<file path="src/token_net_pkg.sv">
// constants, register layout and state encodings for the token network controller
// assumes every pin-side input is synchronised before the core logic reads it
package token_net_pkg;

  // register select codes
  localparam logic [3:0] REG_CR0  = 4'h0;
  localparam logic [3:0] REG_CR1  = 4'h1;
  localparam logic [3:0] REG_FIRST_STATUS = 4'h2;
  localparam logic [3:0] REG_IR0  = 4'h3;
  localparam logic [3:0] REG_SR1  = 4'h4;
  localparam logic [3:0] REG_SR2  = 4'h5;
  localparam logic [3:0] REG_CTR0 = 4'h6;
  localparam logic [3:0] REG_NA   = 4'h7;
  localparam logic [3:0] REG_CBPH = 4'ha;
  localparam logic [3:0] REG_CBPL = 4'hb;
  localparam logic [3:0] REG_TXLT = 4'he;
  localparam logic [3:0] REG_MA   = 4'hf;

  // control register 0 bit positions
  localparam int CR0_ISOLATE = 0;
  localparam int CR0_NOINT   = 1;
  localparam int CR0_COPY    = 2;
  localparam int CR0_RXEN    = 5;
  localparam int CR0_TXEN    = 6;

  // interrupt event bit positions
  localparam int IR_STATE = 0;
  localparam int IR_REC   = 3;
  localparam int IR_TRAN  = 4;
  localparam int IR_ROR   = 6;

  // status bit positions
  localparam int SR1_RTS     = 6;
  localparam int SR1_RECIDLE = 5;
  localparam int SR2_TR      = 5;
  localparam int SR2_STATE   = 1;
  localparam int SR2_INRING  = 0;

  // reset values
  localparam logic [7:0] CR0_RESET   = 8'h01;
  localparam logic [7:0] OTHER_RESET = 8'h00;
  localparam logic [7:0] SR1_ONES    = 8'h1f;

  // framing
  localparam logic [7:0]  FLAG_PATTERN   = 8'h7e;
  localparam logic [7:0]  BROADCAST_ADDR = 8'hff;
  localparam logic [2:0]  STUFF_ONES     = 3'd5;
  localparam logic [2:0]  ABORT_ONES     = 3'd6;
  localparam logic [2:0]  LAST_BIT       = 3'd7;
  localparam logic [15:0] TX_AREA_OFFSET = 16'h0100;

  // synchroniser lanes
  localparam int SY_DATA = 0;
  localparam int SY_SEL  = 8;
  localparam int SY_RXC  = 12;
  localparam int SY_RXD  = 13;
  localparam int SY_TXC  = 14;
  localparam int SY_CTS  = 15;
  localparam int SY_QUAL  = 16;
  localparam int SY_ACK   = 17;
  localparam int SY_CS    = 18;
  localparam int SY_RD    = 19;
  localparam int SY_WE    = 20;
  localparam int SY_RESET = 21;
  localparam int SYNC_W  = 22;

  typedef enum logic [2:0] {
    TX_IDLE  = 3'b000,
    TX_FETCH = 3'b001,
    TX_CTS   = 3'b010,
    TX_FLAG1 = 3'b011,
    TX_DATA  = 3'b100,
    TX_FLAG2 = 3'b101
  } tx_state_type;

endpackage : token_net_pkg

</file>
<file path="src/pin_sync.sv">
// two-stage synchroniser with edge detection for a vector of pin inputs
// assumes the inputs are asynchronous to i_core_clk
`timescale 1ns/1ps
`default_nettype none
module pin_sync
  import token_net_pkg::*;
(
  // clock and reset
  input  wire logic              i_core_clk,
  input  wire logic              i_rst,
  // pins
  input  wire logic [SYNC_W-1:0] i_pins,
  // synchronised view
  output logic      [SYNC_W-1:0] o_level,
  output logic      [SYNC_W-1:0] o_rise,
  output logic      [SYNC_W-1:0] o_fall
);
  genvar g;
  generate
    for (g = 0; g < SYNC_W; g++) begin : g_lane
      logic meta_reg;
      logic stable_reg;
      logic prev_reg;
      always_ff @(posedge i_core_clk) begin
        if (i_rst) begin
          meta_reg   <= 1'b1;
          stable_reg <= 1'b1;
          prev_reg   <= 1'b1;
        end else begin
          meta_reg   <= i_pins[g];
          stable_reg <= meta_reg;
          prev_reg   <= stable_reg;
        end
      end
      assign o_level[g] = stable_reg;
      assign o_rise[g]  = stable_reg & ~prev_reg;
      assign o_fall[g]  = ~stable_reg & prev_reg;
    end
  endgenerate
endmodule : pin_sync
`default_nettype wire

</file>
<file path="src/token_net_controller.sv">
// pin interface of the token network controller: host register port, dual dma, modem link
// assumes all pins are asynchronous to i_core_clk; link clocks are far slower than the core clock
`timescale 1ns/1ps
`default_nettype none
module token_net_controller
  import token_net_pkg::*;
(
  // clock and reset
  input  wire logic        i_core_clk,
  input  wire logic        i_rst,
  input  wire logic        i_master_reset_n,
  // host register port
  input  wire logic        i_chip_select_n,
  input  wire logic        i_read_strobe_n,
  input  wire logic        i_write_strobe_n,
  input  wire logic [3:0]  i_register_select_in,
  input  wire logic [7:0]  i_shared_data_lines,
  output logic      [7:0]  o_shared_data_lines,
  output logic             o_shared_data_lines_oe_n,
  output logic             o_interrupt_request_n,
  // dma
  output logic             o_dma_out_request_n,
  output logic             o_dma_in_request_n,
  input  wire logic        i_dma_acknowledge_n,
  output logic      [15:0] o_dma_address_out,
  // modem link
  input  wire logic        i_serial_rx_clock,
  input  wire logic        i_serial_rx_data,
  input  wire logic        i_serial_tx_clock_n,
  output logic             o_serial_tx_data,
  output logic             o_tx_request_n,
  output logic             o_tx_request_oe_n,
  input  wire logic        i_clear_to_send_n,
  input  wire logic        i_signal_quality_n
);
  import token_net_pkg::*;

  typedef struct packed {
    logic [15:0][7:0] regs;
    logic             wr_act;
    logic [7:0]       wr_data;
    logic [3:0]       wr_sel;
    logic             rd_act;
    logic [3:0]       rd_sel;
    logic             net_mode;
    logic [7:0]       rx_win;
    logic [2:0]       rx_ones;
    logic [2:0]       rx_bits;
    logic [7:0]       rx_sh;
    logic             rx_in_frame;
    logic             rx_first;
    logic             rx_match;
    logic             rx_bad;
    logic             rx_got;
    logic [7:0]       rx_hold;
    logic             rx_hold_valid;
    logic [15:0]      rx_addr;
    tx_state_type     tx_state;
    logic             tx_go;
    logic [7:0]       tx_sh;
    logic [2:0]       tx_bits;
    logic [2:0]       tx_ones;
    logic [7:0]       tx_fetch_left;
    logic [7:0]       tx_hold;
    logic             tx_hold_valid;
    logic [15:0]      tx_addr;
    logic             tx_bit;
    logic             rts_n;
    logic             dma_act;
    logic             dma_out;
    logic             drq_out_n;
    logic             drq_in_n;
    logic [15:0]      addr_out;
    logic [7:0]       data_out;
    logic             data_oe_n;
    logic             irq_n;
  } state_type;

  state_type state_reg;
  state_type state_next;

  logic [SYNC_W-1:0] pins;
  logic [SYNC_W-1:0] lv;
  logic [SYNC_W-1:0] rise;
  logic [SYNC_W-1:0] fall;

  assign pins = {i_master_reset_n, i_write_strobe_n, i_read_strobe_n, i_chip_select_n,
                 i_dma_acknowledge_n, i_signal_quality_n, i_clear_to_send_n, i_serial_tx_clock_n,
                 i_serial_rx_data, i_serial_rx_clock, i_register_select_in, i_shared_data_lines};

  pin_sync u_pin_sync (
    .i_core_clk (i_core_clk),
    .i_rst      (i_rst),
    .i_pins     (pins),
    .o_level    (lv),
    .o_rise     (rise),
    .o_fall     (fall)
  );

  // SR1 and SR2 are composed live from block state
  function automatic logic [7:0] reg_view(input state_type s, input logic [3:0] sel);
    logic [7:0] v;
    v = s.regs[sel];
    case (sel)
      REG_SR1: begin
        v = SR1_ONES;
        v[SR1_RTS]     = s.rts_n;
        v[SR1_RECIDLE] = ~s.rx_in_frame;
      end
      REG_SR2: begin
        v = OTHER_RESET;
        v[SR2_TR]     = (s.tx_state != TX_IDLE);
        v[SR2_STATE]  = ~s.net_mode;
        v[SR2_INRING] = s.net_mode;
      end
      default: v = s.regs[sel];
    endcase
    return v;
  endfunction : reg_view

  function automatic logic host_writable(input logic [3:0] sel);
    return (sel < REG_FIRST_STATUS) || (sel > REG_NA);
  endfunction : host_writable

  always_comb begin
    logic       wr_now;
    logic       rd_now;
    logic       rx_b;
    logic [7:0] win;
    logic [7:0] byte_v;
    logic [7:0] ir_set;
    logic       ir_clear;
    wr_now   = ~lv[SY_CS] & ~lv[SY_WE];
    rd_now   = ~lv[SY_CS] & ~lv[SY_RD];
    rx_b     = lv[SY_RXD];
    win      = {rx_b, state_reg.rx_win[7:1]};
    byte_v   = {rx_b, state_reg.rx_sh[7:1]};
    ir_set   = OTHER_RESET;
    ir_clear = 1'b0;
    state_next = state_reg;

    // host register port: data is captured while the strobe is low, committed at its release
    state_next.wr_act = wr_now;
    state_next.rd_act = rd_now;
    if (wr_now) begin
      state_next.wr_data = lv[SY_DATA +: 8];
      state_next.wr_sel  = lv[SY_SEL +: 4];
    end
    if (rd_now) begin
      state_next.rd_sel = lv[SY_SEL +: 4];
    end
    if (state_reg.wr_act && !wr_now && host_writable(state_reg.wr_sel)) begin
      state_next.regs[state_reg.wr_sel] = state_reg.wr_data;
      if (state_reg.wr_sel == REG_TXLT && state_reg.wr_data != OTHER_RESET) begin
        state_next.tx_go = 1'b1;
      end
    end
    if (state_reg.rd_act && !rd_now && state_reg.rd_sel == REG_IR0) begin
      ir_clear = 1'b1;
    end

    // mode change waits for the transmitter so a frame in flight ends cleanly
    if (state_reg.tx_state == TX_IDLE) begin
      if (!state_reg.net_mode && !state_reg.regs[REG_CR0][CR0_ISOLATE]) begin
        state_next.net_mode      = 1'b1;
        state_next.regs[REG_FIRST_STATUS] = OTHER_RESET;
        state_next.rx_addr       = {state_reg.regs[REG_CBPH], state_reg.regs[REG_CBPL]};
        state_next.tx_addr       = {state_reg.regs[REG_CBPH], state_reg.regs[REG_CBPL]} + TX_AREA_OFFSET;
        ir_set[IR_STATE]         = 1'b1;
      end else if (state_reg.net_mode && state_reg.regs[REG_CR0][CR0_ISOLATE]) begin
        state_next.net_mode = 1'b0;
        ir_set[IR_STATE]    = 1'b1;
      end
    end

    // receiver: flag hunt, zero-bit removal, address filter
    if (rise[SY_RXC]) begin
      state_next.rx_win = win;
      if (lv[SY_QUAL]) begin
        state_next.rx_bad = 1'b1;
      end
      if (win == FLAG_PATTERN) begin
        if (state_reg.rx_in_frame && state_reg.rx_got && state_reg.rx_bits == LAST_BIT) begin
          if (!state_reg.rx_bad && !lv[SY_QUAL] && state_reg.rx_match) begin
            ir_set[IR_REC] = 1'b1;
          end else if (state_reg.rx_bad || lv[SY_QUAL]) begin
            state_next.regs[REG_CTR0] = state_reg.regs[REG_CTR0] + 8'h01;
          end
        end
        state_next.rx_in_frame = 1'b1;
        state_next.rx_first    = 1'b1;
        state_next.rx_match    = 1'b0;
        state_next.rx_bad      = 1'b0;
        state_next.rx_got      = 1'b0;
        state_next.rx_bits     = 3'd0;
        state_next.rx_ones     = 3'd0;
      end else if (state_reg.rx_in_frame) begin
        if (rx_b && state_reg.rx_ones == ABORT_ONES) begin
          state_next.rx_in_frame = 1'b0;
        end else if (!rx_b && state_reg.rx_ones == STUFF_ONES) begin
          state_next.rx_ones = 3'd0;
        end else begin
          state_next.rx_ones = rx_b ? state_reg.rx_ones + 3'd1 : 3'd0;
          state_next.rx_sh   = byte_v;
          state_next.rx_bits = state_reg.rx_bits + 3'd1;
          if (state_reg.rx_bits == LAST_BIT) begin
            state_next.rx_first = 1'b0;
            state_next.rx_got   = 1'b1;
            if (state_reg.rx_first) begin
              // 0 and 255 are not station numbers, leaving 254 nodes plus broadcast
              state_next.rx_match = (byte_v == state_reg.regs[REG_MA] && byte_v != OTHER_RESET)
                                  || byte_v == BROADCAST_ADDR
                                  || state_reg.regs[REG_CR0][CR0_COPY];
            end
            if ((state_reg.rx_first ? state_next.rx_match : state_reg.rx_match)
                && state_reg.net_mode && state_reg.regs[REG_CR0][CR0_RXEN]) begin
              if (state_reg.rx_hold_valid) begin
                ir_set[IR_ROR] = 1'b1;
              end else begin
                state_next.rx_hold       = byte_v;
                state_next.rx_hold_valid = 1'b1;
              end
            end
          end
        end
      end
    end

    // transmitter sequencing
    case (state_reg.tx_state)
      TX_IDLE: begin
        state_next.rts_n = 1'b1;
        if (state_reg.tx_go && state_reg.net_mode && state_reg.regs[REG_CR0][CR0_TXEN]) begin
          state_next.tx_go         = state_reg.wr_act && !wr_now && state_reg.wr_sel == REG_TXLT
                                     && state_reg.wr_data != OTHER_RESET;
          state_next.tx_fetch_left = state_reg.regs[REG_TXLT];
          state_next.tx_state      = TX_FETCH;
        end
      end
      TX_FETCH: begin
        if (state_reg.tx_hold_valid) begin
          state_next.rts_n    = 1'b0;
          state_next.tx_state = TX_CTS;
        end
      end
      TX_CTS: begin
        if (!lv[SY_CTS]) begin
          state_next.tx_state = TX_FLAG1;
          state_next.tx_sh    = FLAG_PATTERN;
          state_next.tx_bits  = 3'd0;
        end
      end
      TX_FLAG1, TX_DATA, TX_FLAG2: begin
        if (fall[SY_TXC]) begin
          if (state_reg.tx_state == TX_FLAG2 && state_reg.tx_sh == OTHER_RESET && state_reg.tx_bits == 3'd0) begin
            // closing flag fully shifted: its last bit has had a whole clock period
            state_next.tx_state = TX_IDLE;
            state_next.rts_n    = 1'b1;
            state_next.tx_bit   = 1'b1;
            ir_set[IR_TRAN]     = 1'b1;
          end else if (state_reg.tx_state == TX_DATA && state_reg.tx_ones == STUFF_ONES) begin
            state_next.tx_bit  = 1'b0;
            state_next.tx_ones = 3'd0;
          end else begin
            state_next.tx_bit  = state_reg.tx_sh[0];
            state_next.tx_sh   = {1'b0, state_reg.tx_sh[7:1]};
            state_next.tx_ones = state_reg.tx_sh[0] ? state_reg.tx_ones + 3'd1 : 3'd0;
            state_next.tx_bits = state_reg.tx_bits + 3'd1;
            if (state_reg.tx_bits == LAST_BIT) begin
              state_next.tx_ones = state_reg.tx_state == TX_DATA && state_reg.tx_sh[0]
                                 ? state_reg.tx_ones + 3'd1 : 3'd0;
              if (state_reg.tx_state == TX_FLAG2) begin
                // stay one more fall so the last flag bit is not cut short
                state_next.tx_state = TX_FLAG2;
              end else if (state_reg.tx_hold_valid) begin
                state_next.tx_state      = TX_DATA;
                state_next.tx_sh         = state_reg.tx_hold;
                state_next.tx_hold_valid = 1'b0;
              end else begin
                // an empty holding byte ends the frame early rather than sending garbage
                state_next.tx_state = TX_FLAG2;
                state_next.tx_sh    = FLAG_PATTERN;
              end
            end
          end
        end
      end
      default: state_next.tx_state = TX_IDLE;
    endcase

    // dma: receive side wins when both want the bus
    state_next.drq_out_n = ~(state_next.rx_hold_valid && !state_reg.dma_act);
    state_next.drq_in_n  = ~(!state_next.tx_hold_valid && state_next.tx_fetch_left != OTHER_RESET
                             && state_next.tx_state != TX_IDLE && state_next.tx_state != TX_FLAG2
                             && !state_reg.dma_act && state_next.drq_out_n);
    if (fall[SY_ACK] && !state_reg.dma_act) begin
      state_next.dma_act  = 1'b1;
      state_next.dma_out  = !state_reg.drq_out_n;
      state_next.addr_out = state_reg.drq_out_n ? state_reg.tx_addr : state_reg.rx_addr;
    end
    if (rise[SY_ACK] && state_reg.dma_act) begin
      state_next.dma_act = 1'b0;
      if (state_reg.dma_out) begin
        state_next.rx_hold_valid = 1'b0;
        state_next.rx_addr       = state_reg.rx_addr + 16'h0001;
      end else begin
        state_next.tx_hold       = lv[SY_DATA +: 8];
        state_next.tx_hold_valid = 1'b1;
        state_next.tx_fetch_left = state_reg.tx_fetch_left - 8'h01;
        state_next.tx_addr       = state_reg.tx_addr + 16'h0001;
      end
    end

    // event register: a new event in the clearing cycle survives
    state_next.regs[REG_IR0] = (ir_clear ? OTHER_RESET : state_next.regs[REG_IR0]) | ir_set;
    state_next.irq_n = ~((state_next.regs[REG_IR0] != OTHER_RESET)
                          && !state_next.regs[REG_CR0][CR0_NOINT]);

    // shared bus driver
    if (rd_now) begin
      state_next.data_out  = reg_view(state_reg, lv[SY_SEL +: 4]);
      state_next.data_oe_n = 1'b0;
    end else if (state_next.dma_act && state_next.dma_out) begin
      state_next.data_out  = state_reg.rx_hold;
      state_next.data_oe_n = 1'b0;
    end else begin
      state_next.data_oe_n = 1'b1;
    end

    if (!lv[SY_RESET]) begin
      state_next                    = '0;
      state_next.regs[REG_CR0]      = CR0_RESET;
      state_next.tx_state           = TX_IDLE;
      state_next.tx_bit             = 1'b1;
      state_next.rts_n              = 1'b1;
      state_next.drq_out_n          = 1'b1;
      state_next.drq_in_n           = 1'b1;
      state_next.data_oe_n          = 1'b1;
      state_next.irq_n              = 1'b1;
      state_next.wr_act             = wr_now;
      state_next.rd_act             = rd_now;
    end
  end

  always_ff @(posedge i_core_clk) begin
    if (i_rst) begin
      state_reg               <= '0;
      state_reg.regs[REG_CR0] <= CR0_RESET;
      state_reg.tx_state      <= TX_IDLE;
      state_reg.tx_bit        <= 1'b1;
      state_reg.rts_n         <= 1'b1;
      state_reg.drq_out_n     <= 1'b1;
      state_reg.drq_in_n      <= 1'b1;
      state_reg.data_oe_n     <= 1'b1;
      state_reg.irq_n         <= 1'b1;
    end else begin
      state_reg <= state_next;
    end
  end

  assign o_shared_data_lines      = state_reg.data_out;
  assign o_shared_data_lines_oe_n = state_reg.data_oe_n;
  assign o_interrupt_request_n    = state_reg.irq_n;
  assign o_dma_out_request_n      = state_reg.drq_out_n;
  assign o_dma_in_request_n       = state_reg.drq_in_n;
  assign o_dma_address_out        = state_reg.addr_out;
  assign o_serial_tx_data         = state_reg.tx_bit;
  // open collector: only ever drives low
  assign o_tx_request_n           = 1'b0;
  assign o_tx_request_oe_n        = state_reg.rts_n;

endmodule : token_net_controller
`default_nettype wire

</file>
<file path="config.mk">
export PLATFORM = sky130hd
export DESIGN_NAME = token_net_controller
export DESIGN_NICKNAME = d
export VERILOG_FILES = /design/src/token_net_pkg.sv /design/src/pin_sync.sv /design/src/token_net_controller.sv
export SDC_FILE = /design/constraint.sdc
export NUM_CORES = 1
export LEC_CHECK = 0
export CAP_MARGIN = 20
export CORE_UTILIZATION = 35
export DETAILED_ROUTE_END_ITERATION = 10
export DONT_BUFFER_PORTS = 1
export PLACE_DENSITY_LB_ADDON = 0.12
export SETUP_SLACK_MARGIN = 0.2
export SLEW_MARGIN = 5
export SYNTH_ARGS = -nofsm -noshare
export SYNTH_HDL_FRONTEND = slang
export SYNTH_SLANG_ARGS = --single-unit
</file>
<file path="constraint.sdc">
create_clock -name i_core_clk -period 3.5 [get_ports i_core_clk]
set_clock_uncertainty 0.1 [all_clocks]
set_input_delay 0.7 -clock i_core_clk [delete_from_list [all_inputs] [get_ports i_core_clk]]
set_output_delay 0.7 -clock i_core_clk [all_outputs]
set_load 0.005 [all_outputs]
</file>
==> results of run 1 <==
path summary, 6_finish.rpt:
check | startpoint | slack (ns) | depth (start not counted) | to
hold reg to reg | u_pin_sync.g_lane[3].meta_reg | 0.31 | 1 | u_pin_sync.g_lane[3].stable_reg
setup / recovery | state_reg[124] | 0.57 | 8 | state_reg[104]
setup reg to reg | state_reg[124] | 0.57 | 8 | state_reg[104]
hold / removal | i_rst | 0.13 | 1 | state_reg[153]
routing by layer:
metal  share of wire  routed length (um)  up-vias  global-route usage
li1                -                   -     5020                   -
met3           0.041                1490       69              0.0297
met2            0.45               16200      225               0.289
met4           0.033                1200        0              0.0775
met5               0                   0        -                   0
met1            0.48               17500     4886               0.263
final cells by class:
type	instances	area share
Multi-Input combinational cell	1002	0.445
Sequential cell	313	0.415
Clock buffer	53	0.0720
Tap cell	511	0.0423
Timing Repair Buffer	29	0.0152
Clock inverter	12	0.00604
Inverter	20	0.00497
worst register-to-register path, delay by kind of cell, from the launching register on:
family,cells,cell delay [ns]
compound gates,3,1.39
flops,1,0.41
simple gates,1,0.06
buf+inv,1,0.07
mux,2,0.57
fa+ha+maj,1,0.20
synthesized netlist by cell type (16+ instances only):
master and count:
dfxtp_1 313, nor2_1 206, mux2i_1 127, nand2_1 117, clkbuf_1 84, a21oi_1 79, o21ai_0 53, or2_2 50
a211oi_1 38, nor3_1 32, mux4_2 29, nand3_1 29, buf_4 25, and3_1 22, inv_1 20, and2_1 18
ha_1 16
per-stage QoR:
step,power (uW),std cells,setup slack [ns]
6_report,7570,1940,0.572
4_1_cts,7690,1940,0.572
3_3_place_gp,3900,1875,0.678
3_5_place_dp,3900,1875,0.607
2_1_floorplan,3860,1453,0.911
5_1_grt,7860,1940,0.345
power groups by stage:
stage / Clock [uW] / Sequential, uW / Combinational (uW)
after floorplan: 0 / 3690 / 163
after global placement: 0 / 3720 / 178
after detailed placement: 0 / 3720 / 178
after CTS: 3860 / 3640 / 179
after global routing: 4020 / 3650 / 195
final: 3750 / 3640 / 175
kinds of logic after synthesis:
group	share of synthesized area
other cells	0.000276
simple gates	0.196
compound gates	0.117
fa+ha+maj	0.0148
buf+inv	0.0454
flops	0.462
xor+xnor	0.0136
mux	0.151
==> impl_metrics.ini, run 1 <==
[global_routing]
global_route_wire_length_before_repair_um = 57200
grt_max_degree = 114
first_global_vias = 9686
overflow = 0
grt_antenna_before_repair = 0
grt_util_all_layers = 0.189

[place]
port-buffer-count = 0
hpwlAfterDp_um = 24800
finalWeightedCongestion = 0.812
placed_area_um2 = 13900

[clock_network]
clock_slew_at_reported_path_ffs_ns = 0.06
clock-root-buffer = clkbuf_16
total_cts_buffers = 37
postCtsSetupRepairBufs = 0
cts.path.max_buffers = 3
cts_tree = yes
cts_resized = 0
cts.hold.buffers_added = 0
clock_latency_ns = 0.54
cts-htree-levels = 2
cts.sink_count = 313

[finish]
antenna-diode-count = 0
layout_common_cells = dfxtp_1, nor2_1, mux2i_1
layout_commonest_cell = dfxtp_1
post_layout_net_count = 1443
areaGrowthSynthToFinish_pct = 11.4
num-fill-cells = 3887
multi_input_area_um2 = 6720
drive_above_1_share = 0.132
final_core_util = 0.398
stdcell_area_um2 = 15100
ff_latch_area_um2 = 6270

[critical_path]
critPathRequiredTime_ns = 3.81
max_stage_delay_ns = 0.78
timing.critical_path.max_delay_family = compound AO/OA/AOI/OAI gates
worstSetupPathType = flop to flop
crit_chain = inv_1 -> ha_1 -> mux2_2 -> a211oi_4 -> o211ai_1 -> a2111oi_4 -> mux2i_1 -> nor2_1
path_buf_inv = 1
critical_path_maximum_fanout = 8
cp_slowest_cell = a2111oi_4
worst_setup_path_end_kind = flop
worstPathArrival_ns = 3.24
setup.worst_path.start_class = flop

[synthesis]
yosys-top-cells-area = dfxtp_1, mux2i_1, nor2_1
ys_seq_area_frac = 0.462
flop_and_latch_count_out_of_synthesis = 313
synth_area_leader = dfxtp_1
synthesis.yosys.warnings = 0
synth_edf_count = 0
yosys.cell_types.count = 59
synth_nets = 1493
async_reset_ff_frac = 0
synth_top_area_frac = 0.462
synth_top_flop_cell = dfxtp_1
postSynthAreaPerCell_um2 = 9.34
syn_area_um2 = 13600
post_synth_inst_count = 1453

[routing]
antenna_violation_net_count_after_detailed_routing = 0
firstDrtPassIters = 5
viasPerCell = 5.26
drc = 0
routed_wirelength_um = 36300
detailroute.via_count = 10200
initialDrtViolationCount = 621
drt-wirelength-per-cell_um = 18.7

[outcome]
run_status = finished, final reports clean

[pwr]
powerDensity_nw_per_um2 = 501
clock_share_of_power = 0.495
internal_power_uw = 5900
power.switching_fraction = 0.220
comb_power_share = 0.023
leak_uw = 0.00562
sequential_fraction_of_design_power = 0.481
total_switching_power_uw = 1670
ir_worst_vdd_v = 0.000290

[timing]
fin_setup_tns_ns = 0
rsz0062_at_grt = no
period_needed_ns = 2.93
period_share = 0.837
report.final.slew_viol_count = 0
finalSetupViolations = 0
hold_viol = 0
slew_at_the_pin_with_the_worst_max_slew_slack_ns = 0.940
fmaxAchievable_ghz = 0.341
max_slew_margin = 0.371
hold_ws_ns = 0.131

[floorplan]
floorplan.initialDensity = 0.358
design.portCount = 55
std_cell_rows = 71
core_um2 = 37900
floorplan.die.width_um = 199
die_h_um = 199
dieArea_um2 = 39600

[flow_run]
maxCapViolCount = 0

[min_path]
min-delay-path-class = primary input to flop
(Power assumes the default switching activity.)
==> run 2, diff against run 1 <==
==> constraint.sdc (replaced) <==
create_clock -name i_core_clk -period 2.49 [get_ports i_core_clk]
set_clock_uncertainty 0.1 [all_clocks]
set_input_delay 0.498 -clock i_core_clk [delete_from_list [all_inputs] [get_ports i_core_clk]]
set_output_delay 0.498 -clock i_core_clk [all_outputs]
set_load 0.005 [all_outputs]
==> impl_metrics.ini, run 2 (synthesis results as in run 1) <==
[clock_network]
total_cts_buffers = 37
cts.sink_count = 313
clock_slew_at_reported_path_ffs_ns = 0.06
clock_latency_ns = 0.55
clock-root-buffer = clkbuf_16
cts_tree = yes
cts.path.max_buffers = 3
cts-htree-levels = 2

[critical_path]
path_buf_inv = 0
crit_chain = or4_4 -> or4_4 -> and3_4 -> a2111oi_4 -> xor2_1 -> o211ai_1
critical_path.reg2reg.endpoint = o_dma_in_request_n
critical_path_maximum_fanout = 3
worstSetupPathType = flop to flop
worst_setup_path_end_kind = flop
max_stage_delay_ns = 0.54
timing.critical_path.max_delay_family = simple AND/OR/NAND/NOR gates
ff2ff_path_depth = 6
worstPathArrival_ns = 2.74
setup.worst_path.start_class = flop
critPathRequiredTime_ns = 2.80
cp_slowest_cell = or4_4
critical-path-top-cell-by-count = or4_4
r2r_slack_ns = 0.06
worst_r2r_startpoint = state_reg[70]

[floorplan]
std_cell_rows = 71
floorplan.die.width_um = 199
core_um2 = 37900
design.portCount = 55
die_h_um = 199
floorplan.initialDensity = 0.358
dieArea_um2 = 39600

[finish]
finish.cell_count_without_fillers = 2015
post_layout_net_count = 1519
drive_above_1_share = 0.184
num-fill-cells = 3733
layout_common_cells = dfxtp_1, nor2_1, mux2i_1
layout_commonest_cell = dfxtp_1
areaGrowthSynthToFinish_pct = 17.9

[timing]
max_slew_margin = 0.444
slew_at_the_pin_with_the_worst_max_slew_slack_ns = 0.833
fmaxAchievable_ghz = 0.411
rsz0062_at_grt = yes
period_needed_ns = 2.43
hold_viol = 0
period_share = 0.976
finalSetupViolations = 0
hold_ws_ns = 0.0947
report.final.slew_viol_count = 0

[routing]
viasPerCell = 5.16
routed_wirelength_um = 36500
detailroute.via_count = 10396
firstDrtPassIters = 5
drt-wirelength-per-cell_um = 18.1
antenna_violation_net_count_after_detailed_routing = 0
initialDrtViolationCount = 609
drc = 0

[global_routing]
grt_max_degree = 58
global_route_wire_length_before_repair_um = 58500
grt_util_met1 = 0.259
overflow = 0
met2_usage = 0.310
grt_antenna_before_repair = 0
grt_util_all_layers = 0.192
groute.layer.met3.usage = 0.0358
first_global_vias = 10196
grt_peak_use_layer = met2

[place]
hpwlAfterDp_um = 24800
post-place-cells = 1917
port-buffer-count = 0
finalWeightedCongestion = 0.801

[pwr]
powerDensity_nw_per_um2 = 667
leak_uw = 0.00602
totalPowerFinal_uw = 10700
ir_worst_vdd_v = 0.000522

[min_path]
start_point_of_the_worst_hold_path = i_rst
hold_end = o_serial_tx_data
min-delay-path-class = primary input to flop
min_path_cells = 2

[outcome]
run_status = finished, final reports clean

[flow_run]
maxCapViolCount = 0
==> run 2: worst max-delay path by stage <==
stage                        startpoint                 end  slack (ns)  cells past startpoint
final                     state_reg[70]  o_dma_in_request_n        0.06                      6
after floorplan           state_reg[76]  o_dma_in_request_n        0.11                      7
after CTS                 state_reg[70]  o_dma_in_request_n        0.04                      6
after detailed placement  state_reg[76]  o_dma_in_request_n      -0.005                      6
after global placement    state_reg[76]  o_dma_in_request_n       0.005                      6
after global routing      state_reg[70]  o_dma_in_request_n       -0.03                      6
==> run 2: layout make-up <==
type                    instances  area, um^2  area share
diodes                          1        2.50    0.000156
clock buffers                  50        1040      0.0647
clock inverters                13         129     0.00805
inverters                      20        75.1     0.00469
multi-input cells            1002        6870       0.429
flip-flops and latches        313        6290       0.393
well taps                     511         639      0.0400
repair buffers                105         955      0.0597
==> run 2: metal layers <==
metal	up-vias	wire length (um)
met3	44	1230
li1	5176	-
met1	5025	17500
met5	-	0
met4	0	595
met2	151	17200
==> run 2: power by group <==
part / switching [uW] / internal [uW] / total, uW
sequential: 46.5 / 5060 / 5110
clock: 2130 / 3120 / 5240
combinational: 189 / 135 / 323
total: 2360 / 8310 / 10700
==> run 2: per-stage QoR <==
| stage | setup WS [ns] | util | instance area, um^2 | TNS [ns] |
|---|---|---|---|---|
| floorplan | 0.111 | - | 13600 | 0 |
| finish | 0.0597 | 0.422 | 16000 | 0 |
| CTS | 0.0421 | 0.416 | 15800 | 0 |
| global placement | 0.00514 | 0.378 | 14300 | 0 |
| global route | -0.0278 | 0.422 | 16000 | -0.0347 |
| detailed placement | -0.00528 | 0.378 | 14300 | -0.00528 |
==> run 2: timing repair <==
item,CTS,global route
setup endpoints to repair,26,53
gates cloned,0,0
endpoints found under the hold margin,49,0
pin swaps,5,10
buffers inserted,3,8
hold buffers,23,0
gates resized for setup,12,35
